$ cat src/plp_pkg.sv
/*
  Shared constants, label type and helper function for the partition
  label link between a requesting master and a memory-system component.
  Assumes both ends run on one 10 MHz clock with a synchronous reset.
*/
package plp_pkg;

  // ----------------------------------------------------------------
  // Widths
  // ----------------------------------------------------------------
  localparam int unsigned PART_W = 16;
  localparam int unsigned MG_W = 8;
  localparam int unsigned ADDR_W = 12;
  localparam int unsigned DATA_W = 32;

  // ----------------------------------------------------------------
  // Default label values
  // ----------------------------------------------------------------
  localparam logic [PART_W-1:0] DEFAULT_PARTITION = 16'h0000;
  localparam logic [MG_W-1:0] DEFAULT_MG = 8'h00;

  // ----------------------------------------------------------------
  // Implementation maxima
  // ----------------------------------------------------------------
  localparam logic [PART_W-1:0] REQ_MAX_PARTITION = 16'h00ff;
  localparam logic [MG_W-1:0] REQ_MAX_MG = 8'h0f;
  localparam logic [PART_W-1:0] COMP_MAX_NS_PARTITION = 16'h003f;
  localparam logic [PART_W-1:0] COMP_MAX_S_PARTITION = 16'h000f;

  // ----------------------------------------------------------------
  // Component storage geometry
  // ----------------------------------------------------------------
  localparam int unsigned CACHE_LINES = 4;
  localparam int unsigned IDX_W = 2;
  localparam int unsigned TAG_W = ADDR_W - IDX_W;
  localparam int unsigned LMEM_WORDS = 16;
  localparam int unsigned LMEM_W = 4;

  // Label bundle carried with every request
  typedef struct packed {
    logic [PART_W-1:0] partition_id;
    logic [MG_W-1:0] monitor_group;
    logic label_secure_space_bit;
  } plp_label_t;

  localparam plp_label_t LABEL_RESET = '{DEFAULT_PARTITION, DEFAULT_MG,
                                         1'b0};

  // Out-of-range identifiers fall back to the default identifier
  function automatic logic [PART_W-1:0] clamp_partition(
    input logic [PART_W-1:0] id,
    input logic [PART_W-1:0] max_id
  );
    clamp_partition = (id > max_id) ? DEFAULT_PARTITION : id;
  endfunction

endpackage

$ cat src/plp_link_if.sv
/*
  Request link between a labelling requester and a memory-system
  component. Assumes one shared clock; no clocking block.
*/
`timescale 1ns/1ps
interface plp_link_if (
  input wire logic ref_clk
);

  // ----------------------------------------------------------------
  // Request and response signals
  // ----------------------------------------------------------------
  logic req_valid;
  logic req_ready;
  logic req_write;
  logic [plp_pkg::ADDR_W-1:0] req_addr;
  logic [plp_pkg::DATA_W-1:0] req_wdata;
  plp_pkg::plp_label_t req_label;
  logic resp_valid;
  logic [plp_pkg::DATA_W-1:0] resp_rdata;

  modport requester (
    output req_valid,
    input req_ready,
    output req_write,
    output req_addr,
    output req_wdata,
    output req_label,
    input resp_valid,
    input resp_rdata
  );

  modport component (
    input req_valid,
    output req_ready,
    input req_write,
    input req_addr,
    input req_wdata,
    input req_label,
    output resp_valid,
    output resp_rdata
  );

endinterface

$ cat src/plp_component.sv
/*
  Memory-system component end: takes labelled requests from the link,
  holds them in a request buffer, serves them from a small cache or a
  local store, and outside terminate mode forwards misses and writes downstream with the
  label untouched. Assumes the downstream slave answers each forwarded
  request with one response pulse and that the requester waits for the
  answer before issuing again.
*/
`timescale 1ns/1ps
module plp_component (
  input wire logic ref_clk,
  input wire logic reset_n,
  plp_link_if.component link,
  input wire logic terminate_mode,
  output logic [plp_pkg::PART_W-1:0] component_ident_reg,
  output logic [plp_pkg::PART_W-1:0] component_secure_ident_reg,
  output logic [plp_pkg::PART_W-1:0] ctl_partition,
  output logic ds_valid,
  input wire logic ds_ready,
  output logic ds_write,
  output logic [plp_pkg::ADDR_W-1:0] ds_addr,
  output logic [plp_pkg::DATA_W-1:0] ds_wdata,
  output plp_pkg::plp_label_t ds_label,
  input wire logic ds_resp_valid,
  input wire logic [plp_pkg::DATA_W-1:0] ds_resp_rdata
);

  typedef enum {
    PLP_CO_IDLE,
    PLP_CO_LOOKUP,
    PLP_CO_FWD,
    PLP_CO_WAIT
  } plp_co_state_t;

  typedef struct packed {
    plp_co_state_t state;
    logic h_write;
    logic [plp_pkg::ADDR_W-1:0] h_addr;
    logic [plp_pkg::DATA_W-1:0] h_wdata;
    plp_pkg::plp_label_t h_label;
    logic [plp_pkg::PART_W-1:0] ctl_part;
    logic resp_valid;
    logic [plp_pkg::DATA_W-1:0] rdata;
    logic [plp_pkg::CACHE_LINES-1:0] c_valid;
    logic [plp_pkg::CACHE_LINES-1:0][plp_pkg::TAG_W-1:0] c_tag;
    logic [plp_pkg::CACHE_LINES-1:0][plp_pkg::DATA_W-1:0] c_data;
    logic [plp_pkg::CACHE_LINES-1:0][$bits(plp_pkg::plp_label_t)-1:0]
      c_label;
    logic [plp_pkg::LMEM_WORDS-1:0][plp_pkg::DATA_W-1:0] lmem;
  } plp_co_regs_t;

  plp_co_regs_t r_q;
  plp_co_regs_t r_d;
  logic [plp_pkg::IDX_W-1:0] idx;
  logic [plp_pkg::TAG_W-1:0] tag;
  logic [plp_pkg::LMEM_W-1:0] lidx;
  logic hit;
  logic [plp_pkg::PART_W-1:0] space_max;

  // ----------------------------------------------------------------
  // Address split and hit check
  // ----------------------------------------------------------------
  // Hit depends only on address, never on the label
  always_comb begin
    idx = r_q.h_addr[plp_pkg::IDX_W-1:0];
    tag = r_q.h_addr[plp_pkg::ADDR_W-1:plp_pkg::IDX_W];
    lidx = r_q.h_addr[plp_pkg::LMEM_W-1:0];
    hit = r_q.c_valid[idx] && (r_q.c_tag[idx] == tag);
    // Space maximum picked by the incoming secure bit
    if (link.req_label.label_secure_space_bit) begin
      space_max = plp_pkg::COMP_MAX_S_PARTITION;
    end else begin
      space_max = plp_pkg::COMP_MAX_NS_PARTITION;
    end
  end

  // ----------------------------------------------------------------
  // Request handling
  // ----------------------------------------------------------------
  // Accept, serve locally, or forward downstream
  always_comb begin
    r_d = r_q;
    r_d.resp_valid = 1'b0;
    case (r_q.state)
      PLP_CO_IDLE: begin
        if (link.req_valid) begin
          r_d.h_write = link.req_write;
          r_d.h_addr = link.req_addr;
          r_d.h_wdata = link.req_wdata;
          r_d.h_label = link.req_label;
          r_d.ctl_part = plp_pkg::clamp_partition(
            link.req_label.partition_id, space_max);
          r_d.state = PLP_CO_LOOKUP;
        end
      end
      PLP_CO_LOOKUP: begin
        if (terminate_mode) begin
          // Terminating slave: serve from local store only
          if (r_q.h_write) begin
            r_d.lmem[lidx] = r_q.h_wdata;
          end else begin
            r_d.rdata = r_q.lmem[lidx];
          end
          r_d.resp_valid = 1'b1;
          r_d.state = PLP_CO_IDLE;
        end else if (!r_q.h_write && hit) begin
          // Read hit served here, nothing goes downstream
          r_d.rdata = r_q.c_data[idx];
          r_d.resp_valid = 1'b1;
          r_d.state = PLP_CO_IDLE;
        end else begin
          // Write-through keeps the allocating label on the line
          if (r_q.h_write && hit) begin
            r_d.c_data[idx] = r_q.h_wdata;
          end
          r_d.state = PLP_CO_FWD;
        end
      end
      PLP_CO_FWD: begin
        // Request and label stay put until the slave takes them
        if (ds_ready) begin
          r_d.state = PLP_CO_WAIT;
        end
      end
      PLP_CO_WAIT: begin
        if (ds_resp_valid) begin
          // Read misses allocate, tagging the line with its label
          if (!r_q.h_write) begin
            r_d.c_valid[idx] = 1'b1;
            r_d.c_tag[idx] = tag;
            r_d.c_data[idx] = ds_resp_rdata;
            r_d.c_label[idx] = r_q.h_label;
            r_d.rdata = ds_resp_rdata;
          end
          r_d.resp_valid = 1'b1;
          r_d.state = PLP_CO_IDLE;
        end
      end
      default: begin
        r_d.state = PLP_CO_IDLE;
      end
    endcase
  end

  // State register
  always_ff @(posedge ref_clk) begin
    if (!reset_n) begin
      r_q.state <= PLP_CO_IDLE;
      r_q.h_write <= 1'b0;
      r_q.h_addr <= '0;
      r_q.h_wdata <= '0;
      r_q.h_label <= plp_pkg::LABEL_RESET;
      r_q.ctl_part <= plp_pkg::DEFAULT_PARTITION;
      r_q.resp_valid <= 1'b0;
      r_q.rdata <= '0;
      r_q.c_valid <= '0;
      r_q.c_tag <= '0;
      r_q.c_data <= '0;
      r_q.c_label <= '0;
      r_q.lmem <= '0;
    end else begin
      r_q <= r_d;
    end
  end

  // ----------------------------------------------------------------
  // Outputs
  // ----------------------------------------------------------------
  // Link answers and identification values
  assign link.req_ready = (r_q.state == PLP_CO_IDLE);
  assign link.resp_valid = r_q.resp_valid;
  assign link.resp_rdata = r_q.rdata;
  assign component_ident_reg = plp_pkg::COMP_MAX_NS_PARTITION;
  assign component_secure_ident_reg = plp_pkg::COMP_MAX_S_PARTITION;
  assign ctl_partition = r_q.ctl_part;

  // Downstream port; label passes unaltered from the buffer
  assign ds_valid = (r_q.state == PLP_CO_FWD);
  assign ds_write = r_q.h_write;
  assign ds_addr = r_q.h_addr;
  assign ds_wdata = r_q.h_wdata;
  assign ds_label = r_q.h_label;

endmodule

$ cat src/flat_wrapper.sv
// flat-port wrapper written by rule: the top's interface ports become plain ports
module plp_component_flat 
  (ref_clk, reset_n, terminate_mode, component_ident_reg, component_secure_ident_reg, ctl_partition, ds_valid, ds_ready, ds_write, ds_addr, ds_wdata, ds_label, ds_resp_valid, ds_resp_rdata, link_req_valid, link_req_ready, link_req_write, link_req_addr, link_req_wdata, link_req_label, link_resp_valid, link_resp_rdata);
  plp_link_if link_i (.ref_clk(ref_clk));
  input wire logic ref_clk;
  input wire logic reset_n;
  input wire logic terminate_mode;
  output logic [plp_pkg::PART_W-1:0] component_ident_reg;
  output logic [plp_pkg::PART_W-1:0] component_secure_ident_reg;
  output logic [plp_pkg::PART_W-1:0] ctl_partition;
  output logic ds_valid;
  input wire logic ds_ready;
  output logic ds_write;
  output logic [plp_pkg::ADDR_W-1:0] ds_addr;
  output logic [plp_pkg::DATA_W-1:0] ds_wdata;
  output plp_pkg::plp_label_t ds_label;
  input wire logic ds_resp_valid;
  input wire logic [plp_pkg::DATA_W-1:0] ds_resp_rdata;
  input wire logic [$bits(link_i.req_valid)-1:0] link_req_valid;
  output wire logic [$bits(link_i.req_ready)-1:0] link_req_ready;
  input wire logic [$bits(link_i.req_write)-1:0] link_req_write;
  input wire logic [$bits(link_i.req_addr)-1:0] link_req_addr;
  input wire logic [$bits(link_i.req_wdata)-1:0] link_req_wdata;
  input wire logic [$bits(link_i.req_label)-1:0] link_req_label;
  output wire logic [$bits(link_i.resp_valid)-1:0] link_resp_valid;
  output wire logic [$bits(link_i.resp_rdata)-1:0] link_resp_rdata;
  assign link_i.req_valid = link_req_valid;
  assign link_req_ready = link_i.req_ready;
  assign link_i.req_write = link_req_write;
  assign link_i.req_addr = link_req_addr;
  assign link_i.req_wdata = link_req_wdata;
  assign link_i.req_label = link_req_label;
  assign link_resp_valid = link_i.resp_valid;
  assign link_resp_rdata = link_i.resp_rdata;
  plp_component u_core (.ref_clk(ref_clk), .reset_n(reset_n), .link(link_i), .terminate_mode(terminate_mode), .component_ident_reg(component_ident_reg), .component_secure_ident_reg(component_secure_ident_reg), .ctl_partition(ctl_partition), .ds_valid(ds_valid), .ds_ready(ds_ready), .ds_write(ds_write), .ds_addr(ds_addr), .ds_wdata(ds_wdata), .ds_label(ds_label), .ds_resp_valid(ds_resp_valid), .ds_resp_rdata(ds_resp_rdata));
endmodule
$ cat config.mk
export PLATFORM = sky130hd
export DESIGN_NAME = plp_component_flat
export DESIGN_NICKNAME = d
export VERILOG_FILES = /design/src/plp_pkg.sv /design/src/plp_link_if.sv /design/src/plp_component.sv /design/src/flat_wrapper.sv
export SDC_FILE = /design/constraint.sdc
export NUM_CORES = 2
export LEC_CHECK = 0
export ABC_CLOCK_PERIOD_IN_PS = 4900
export BUFFER_PORTS_ARGS = -buffer_cell sky130_fd_sc_hd__buf_2
export CORE_MARGIN = 3
export CORE_UTILIZATION = 35
export DETAILED_ROUTE_END_ITERATION = 16
export SYNTH_ARGS = -nofsm -noshare
export SYNTH_HDL_FRONTEND = slang
export SYNTH_SLANG_ARGS = --single-unit
$ cat constraint.sdc
create_clock -name ref_clk -period 4.9 [get_ports ref_clk]
set_input_delay 0.98 -clock ref_clk [delete_from_list [all_inputs] [get_ports ref_clk]]
set_output_delay 0.98 -clock ref_clk [all_outputs]
set_load 0.1 [all_outputs]
==> reports/results.txt <==
The tools report the reg-to-reg startpoint as u_core.ds_addr[0]$_SDFFE_PN0P_. Internal power comes to 10.98 mW. The most used flip-flop cell after synthesis is dfxtp_1. In the layout the commonest cells are 1440 x nand2_1, 803 x dfxtp_1, 630 x a21boi_0. STA classifies the critical path endpoint as a flip-flop.

The cell count after synthesis came out at 4098. Measured against its own limit, the worst slew margin works out to 28.98%. During I/O placement, the number of pins put on the boundary was 261. The count of nets left with antenna violations once routing finished came out at 0. The worst setup path is launched from a flip-flop. The library cell used most frequently in the layout, excluding fill and tap cells, is nand2_1.

0 antenna diodes ended up in the layout. The detailed-route wire length per cell came out at 19.88 microns. For hold timing, the worst endpoint is u_core.r_q[373]$_SDFFE_PN0P_.

Number of sinks on the clock net: 805. Share of synthesized flip-flops with an asynchronous set or reset: 0%. The synthesis-to-finish area growth is 10.98%. During synthesis, Yosys emitted a total of 0 warnings. Setup repair after global routing left no endpoint under its margin.

Counting instances, the worst hold path has a depth of 2. The congestion estimate from routability-driven global placement came to 0.7840. In the routed design, unresolved DRC markers number 0. Entering global routing, the biggest net connects 171 pins. The final global-route overflow total came out at 0. The number of cells upsized or downsized after cts was 0. For this configuration, the core starts out at a cell density of 35.34%. The first global-routing pass estimated 166900 microns of wire. Setup violations remaining at the end of the flow were counted as 0. The final hold violation count was 0. The floorplan die width is 332.5 microns, and the worst clock skew is 27.78 ps.

The logs give 0 for the number of hold buffers added after cts and 1 for the number of antenna violations at the first check in global routing. The post-CTS clock slew at the launch and capture registers of the worst setup and hold paths is 60 ps. The run finished with clean final reports. The routed layout has 28390 vias. The power density over cell area came out at 365.6 nW/um^2. The aggregate routed wire length is 108300 microns, and the max capacitance violation total is 0. Averaged over all synthesized cells, the footprint is 9.103 sq um. Tracing the worst setup path back leads to its startpoint at u_core.ds_addr[0]$_SDFFE_PN0P_.

The die span in y was 332.5 microns; the detailed-placement wirelength estimate was 64760 microns. The run gives 5293 as the total placed cells including tap cells. For the number of global-route vias before repair, the log shows 27130.

Net switching is 27.43% of the power. The deepest clock path buffer count was 3; the fraction of the cycle the final worst path needs was 72.75%. For the overall power after layout, the log shows 15.14 mW. Number of buffers inserted to repair setup after CTS: 0. Final-report max-slew violation count: 0. Measured in cells, the most critical reg-to-reg path has a length of 8. The critical path in this run is classified as reg2reg.

Derived from the worst setup path, the maximum achievable clock frequency is 0.2805 GHz. The clock group share of total power came out at 44.5%. The sequential share of power was 44.9%.

Setup total negative slack on the finished layout was measured at 0 ps. The synthesized design contains 805 register bits. At the pin with the least slew margin, the transition time is 1065 ps. The TritonCTS buffer count came out at 83.

The tools report the end of the worst register-to-register path as u_core.link.resp_rdata[30]$_SDFFE_PN0P_. STA puts the critical path data required time at 5460 ps. The root buffer cell chosen for the clock tree is clkbuf_16. Beginning of the worst hold path: u_core.r_q[373]$_SDFFE_PN0P_. The share of cells above drive strength 1 came out at 18.82%. The combinational fraction of design power was 10.6%.

The sequential fraction of the synthesis area was 43.20%; the number of distinct library cells after synthesis was 48. For this design the static power due to leakage is 15.63 nW. Excluding fillers, the count of instances in the completed layout stands at 5446.

Number of rows created at floorplan: 119. The pre-antenna-repair detailed-routing pass consisted of 6 iterations. The floorplan step defined a die boundary enclosing 110500 sq um. The run gives 3 as the maximum level of the CTS H-tree. For this run, the total global-route usage over all layers was measured as 18.95%. In this run the worst path has a maximum fanout of 29. The final-layout worst hold slack is 458.8 ps. The mapped netlist covers 37300 sq um. Summed over all nets, the switching power comes to 4.151 mW. Across all register-to-register paths, the minimum setup slack is 1340 ps.

The final standard cell utilization of the core was 39.22%; the area of the placeable core was 105600 sq um. Yosys mapped a number of flops with a built-in enable equal to 0. STA puts the critical path data arrival time at 4130 ps. VDD sags by at most 0.2327 mV. TritonCTS built the clock tree. After layout, the minimum clock period comes to 3565 ps. The net total in the final layout was 4101; the count of input and output buffers was 228. The later pin in the worst-skew pair is clocked with a latency of 650 ps. The detailed router finished its first iteration with 2321 violations.

The path class of the tightest hold or removal check is reg2reg. The per-cell via count in the routed design is 5.213.
==> through the flow <==
step | instance area, sq um | worst slack, ps
global route | 41400 | 1120
CTS | 41400 | 1389
floorplan | 37420 | 2058
global placement | 38490 | 1323
finish | 41400 | 1335
detailed placement | 38490 | 1282
==> Yosys cell counts (all sizes together) (6+ instances only) <==
master,count,area (sq um)
o211a,128,1281
nand4,6,37.54
nand2,1441,5409
a221oi,32,468.0
dfxtp,805,16120
nand3,11,55.05
nor2,30,112.6
clkbuf,284,1077
a21boi,630,4730
xnor2,9,78.83
a22oi,64,480.5
and3,11,68.82
o21ai,9,63.81
mux4,169,3821
mux2,33,371.6
nor3,8,40.04
nor2b,38,237.7
buf,249,1693
nor3b,32,390.4
a21oi,66,416.7
inv,6,22.52
ha,6,75.07
==> state kept, by name (all words and copies together) (netlist names) <==
| name | cells |
|---|---|
| u_core.ds_addr | 12 |
| u_core.link.resp_valid | 1 |
| u_core.ds_label | 25 |
| u_core.ds_write | 1 |
| u_core.ctl_partition | 16 |
| u_core.ds_wdata | 32 |
| u_core.link.resp_rdata | 32 |
| u_core.r_q | 686 |
==> logic make-up (layout without fill, tap and decap cells) <==
group,after synthesis,count (layout),synth area share [%]
AND/OR/NAND/NOR,1592,1592,17.35
multiplexers,205,205,11.32
buffers and inverters,539,466,7.486
adder cells (fa/ha/maj),6,6,0.2012
flip-flops,805,805,43.20
other,2,32,0.02013
AO/OA/AOI/OAI,938,938,20.17
XOR/XNOR,11,11,0.2583
==> layout make-up <==
cell class                      count  area, sq um
Inverter                            6        22.52
Tap cell                         1391         1740
Clock buffer                      118         2450
Timing Repair Buffer              307         1894
Clock inverter                     35        457.9
Multi-Input combinational cell   2784        18710
Sequential cell                   805        16120
Fill cell                       10380        64160
==> power by group through the flow <==
stage                     Combinational, mW  Sequential, mW  Clock [mW]
after global routing                   1.68            6.81        7.13
after CTS                              1.61            6.80        6.87
after detailed placement               1.61            6.95           0
final                                  1.60            6.80        6.74
after global placement                 1.60            6.94           0
after floorplan                        1.46            6.81           0
==> worst max-delay path by stage <==
stage               depth (start not counted)  slack [ps]                                       to
floorplan                                   9        2060             u_core.r_q[626]$_SDFFE_PN0P_
global placement                            9        1320             u_core.r_q[638]$_SDFFE_PN0P_
detailed placement                          9        1280             u_core.r_q[638]$_SDFFE_PN0P_
CTS                                         8        1390  u_core.link.resp_rdata[30]$_SDFFE_PN0P_
global route                                8        1120  u_core.link.resp_rdata[16]$_SDFFE_PN0P_
finish                                      8        1340  u_core.link.resp_rdata[30]$_SDFFE_PN0P_
==> layer usage <==
metal | up-vias | part of all wire (%) | GRT usage [%]
li1 | 13520 | - | -
met1 | 13910 | 44 | 25.78
met2 | 780 | 47 | 30.72
met3 | 180 | 5.0 | 2.674
met4 | 0 | 3.5 | 6.864
met5 | - | 0 | 0
==> critical path, stage by stage (launching register included) <==
cell and delay (ps):
dfxtp_4 730, mux4_1 650, xor2_1 180, nor2_1 370
nand4_1 210, o21ai_4 590, buf_4 430, a221oi_2 100
nor3b_2 190
Note: power is estimated with default switching activity, not from simulation.
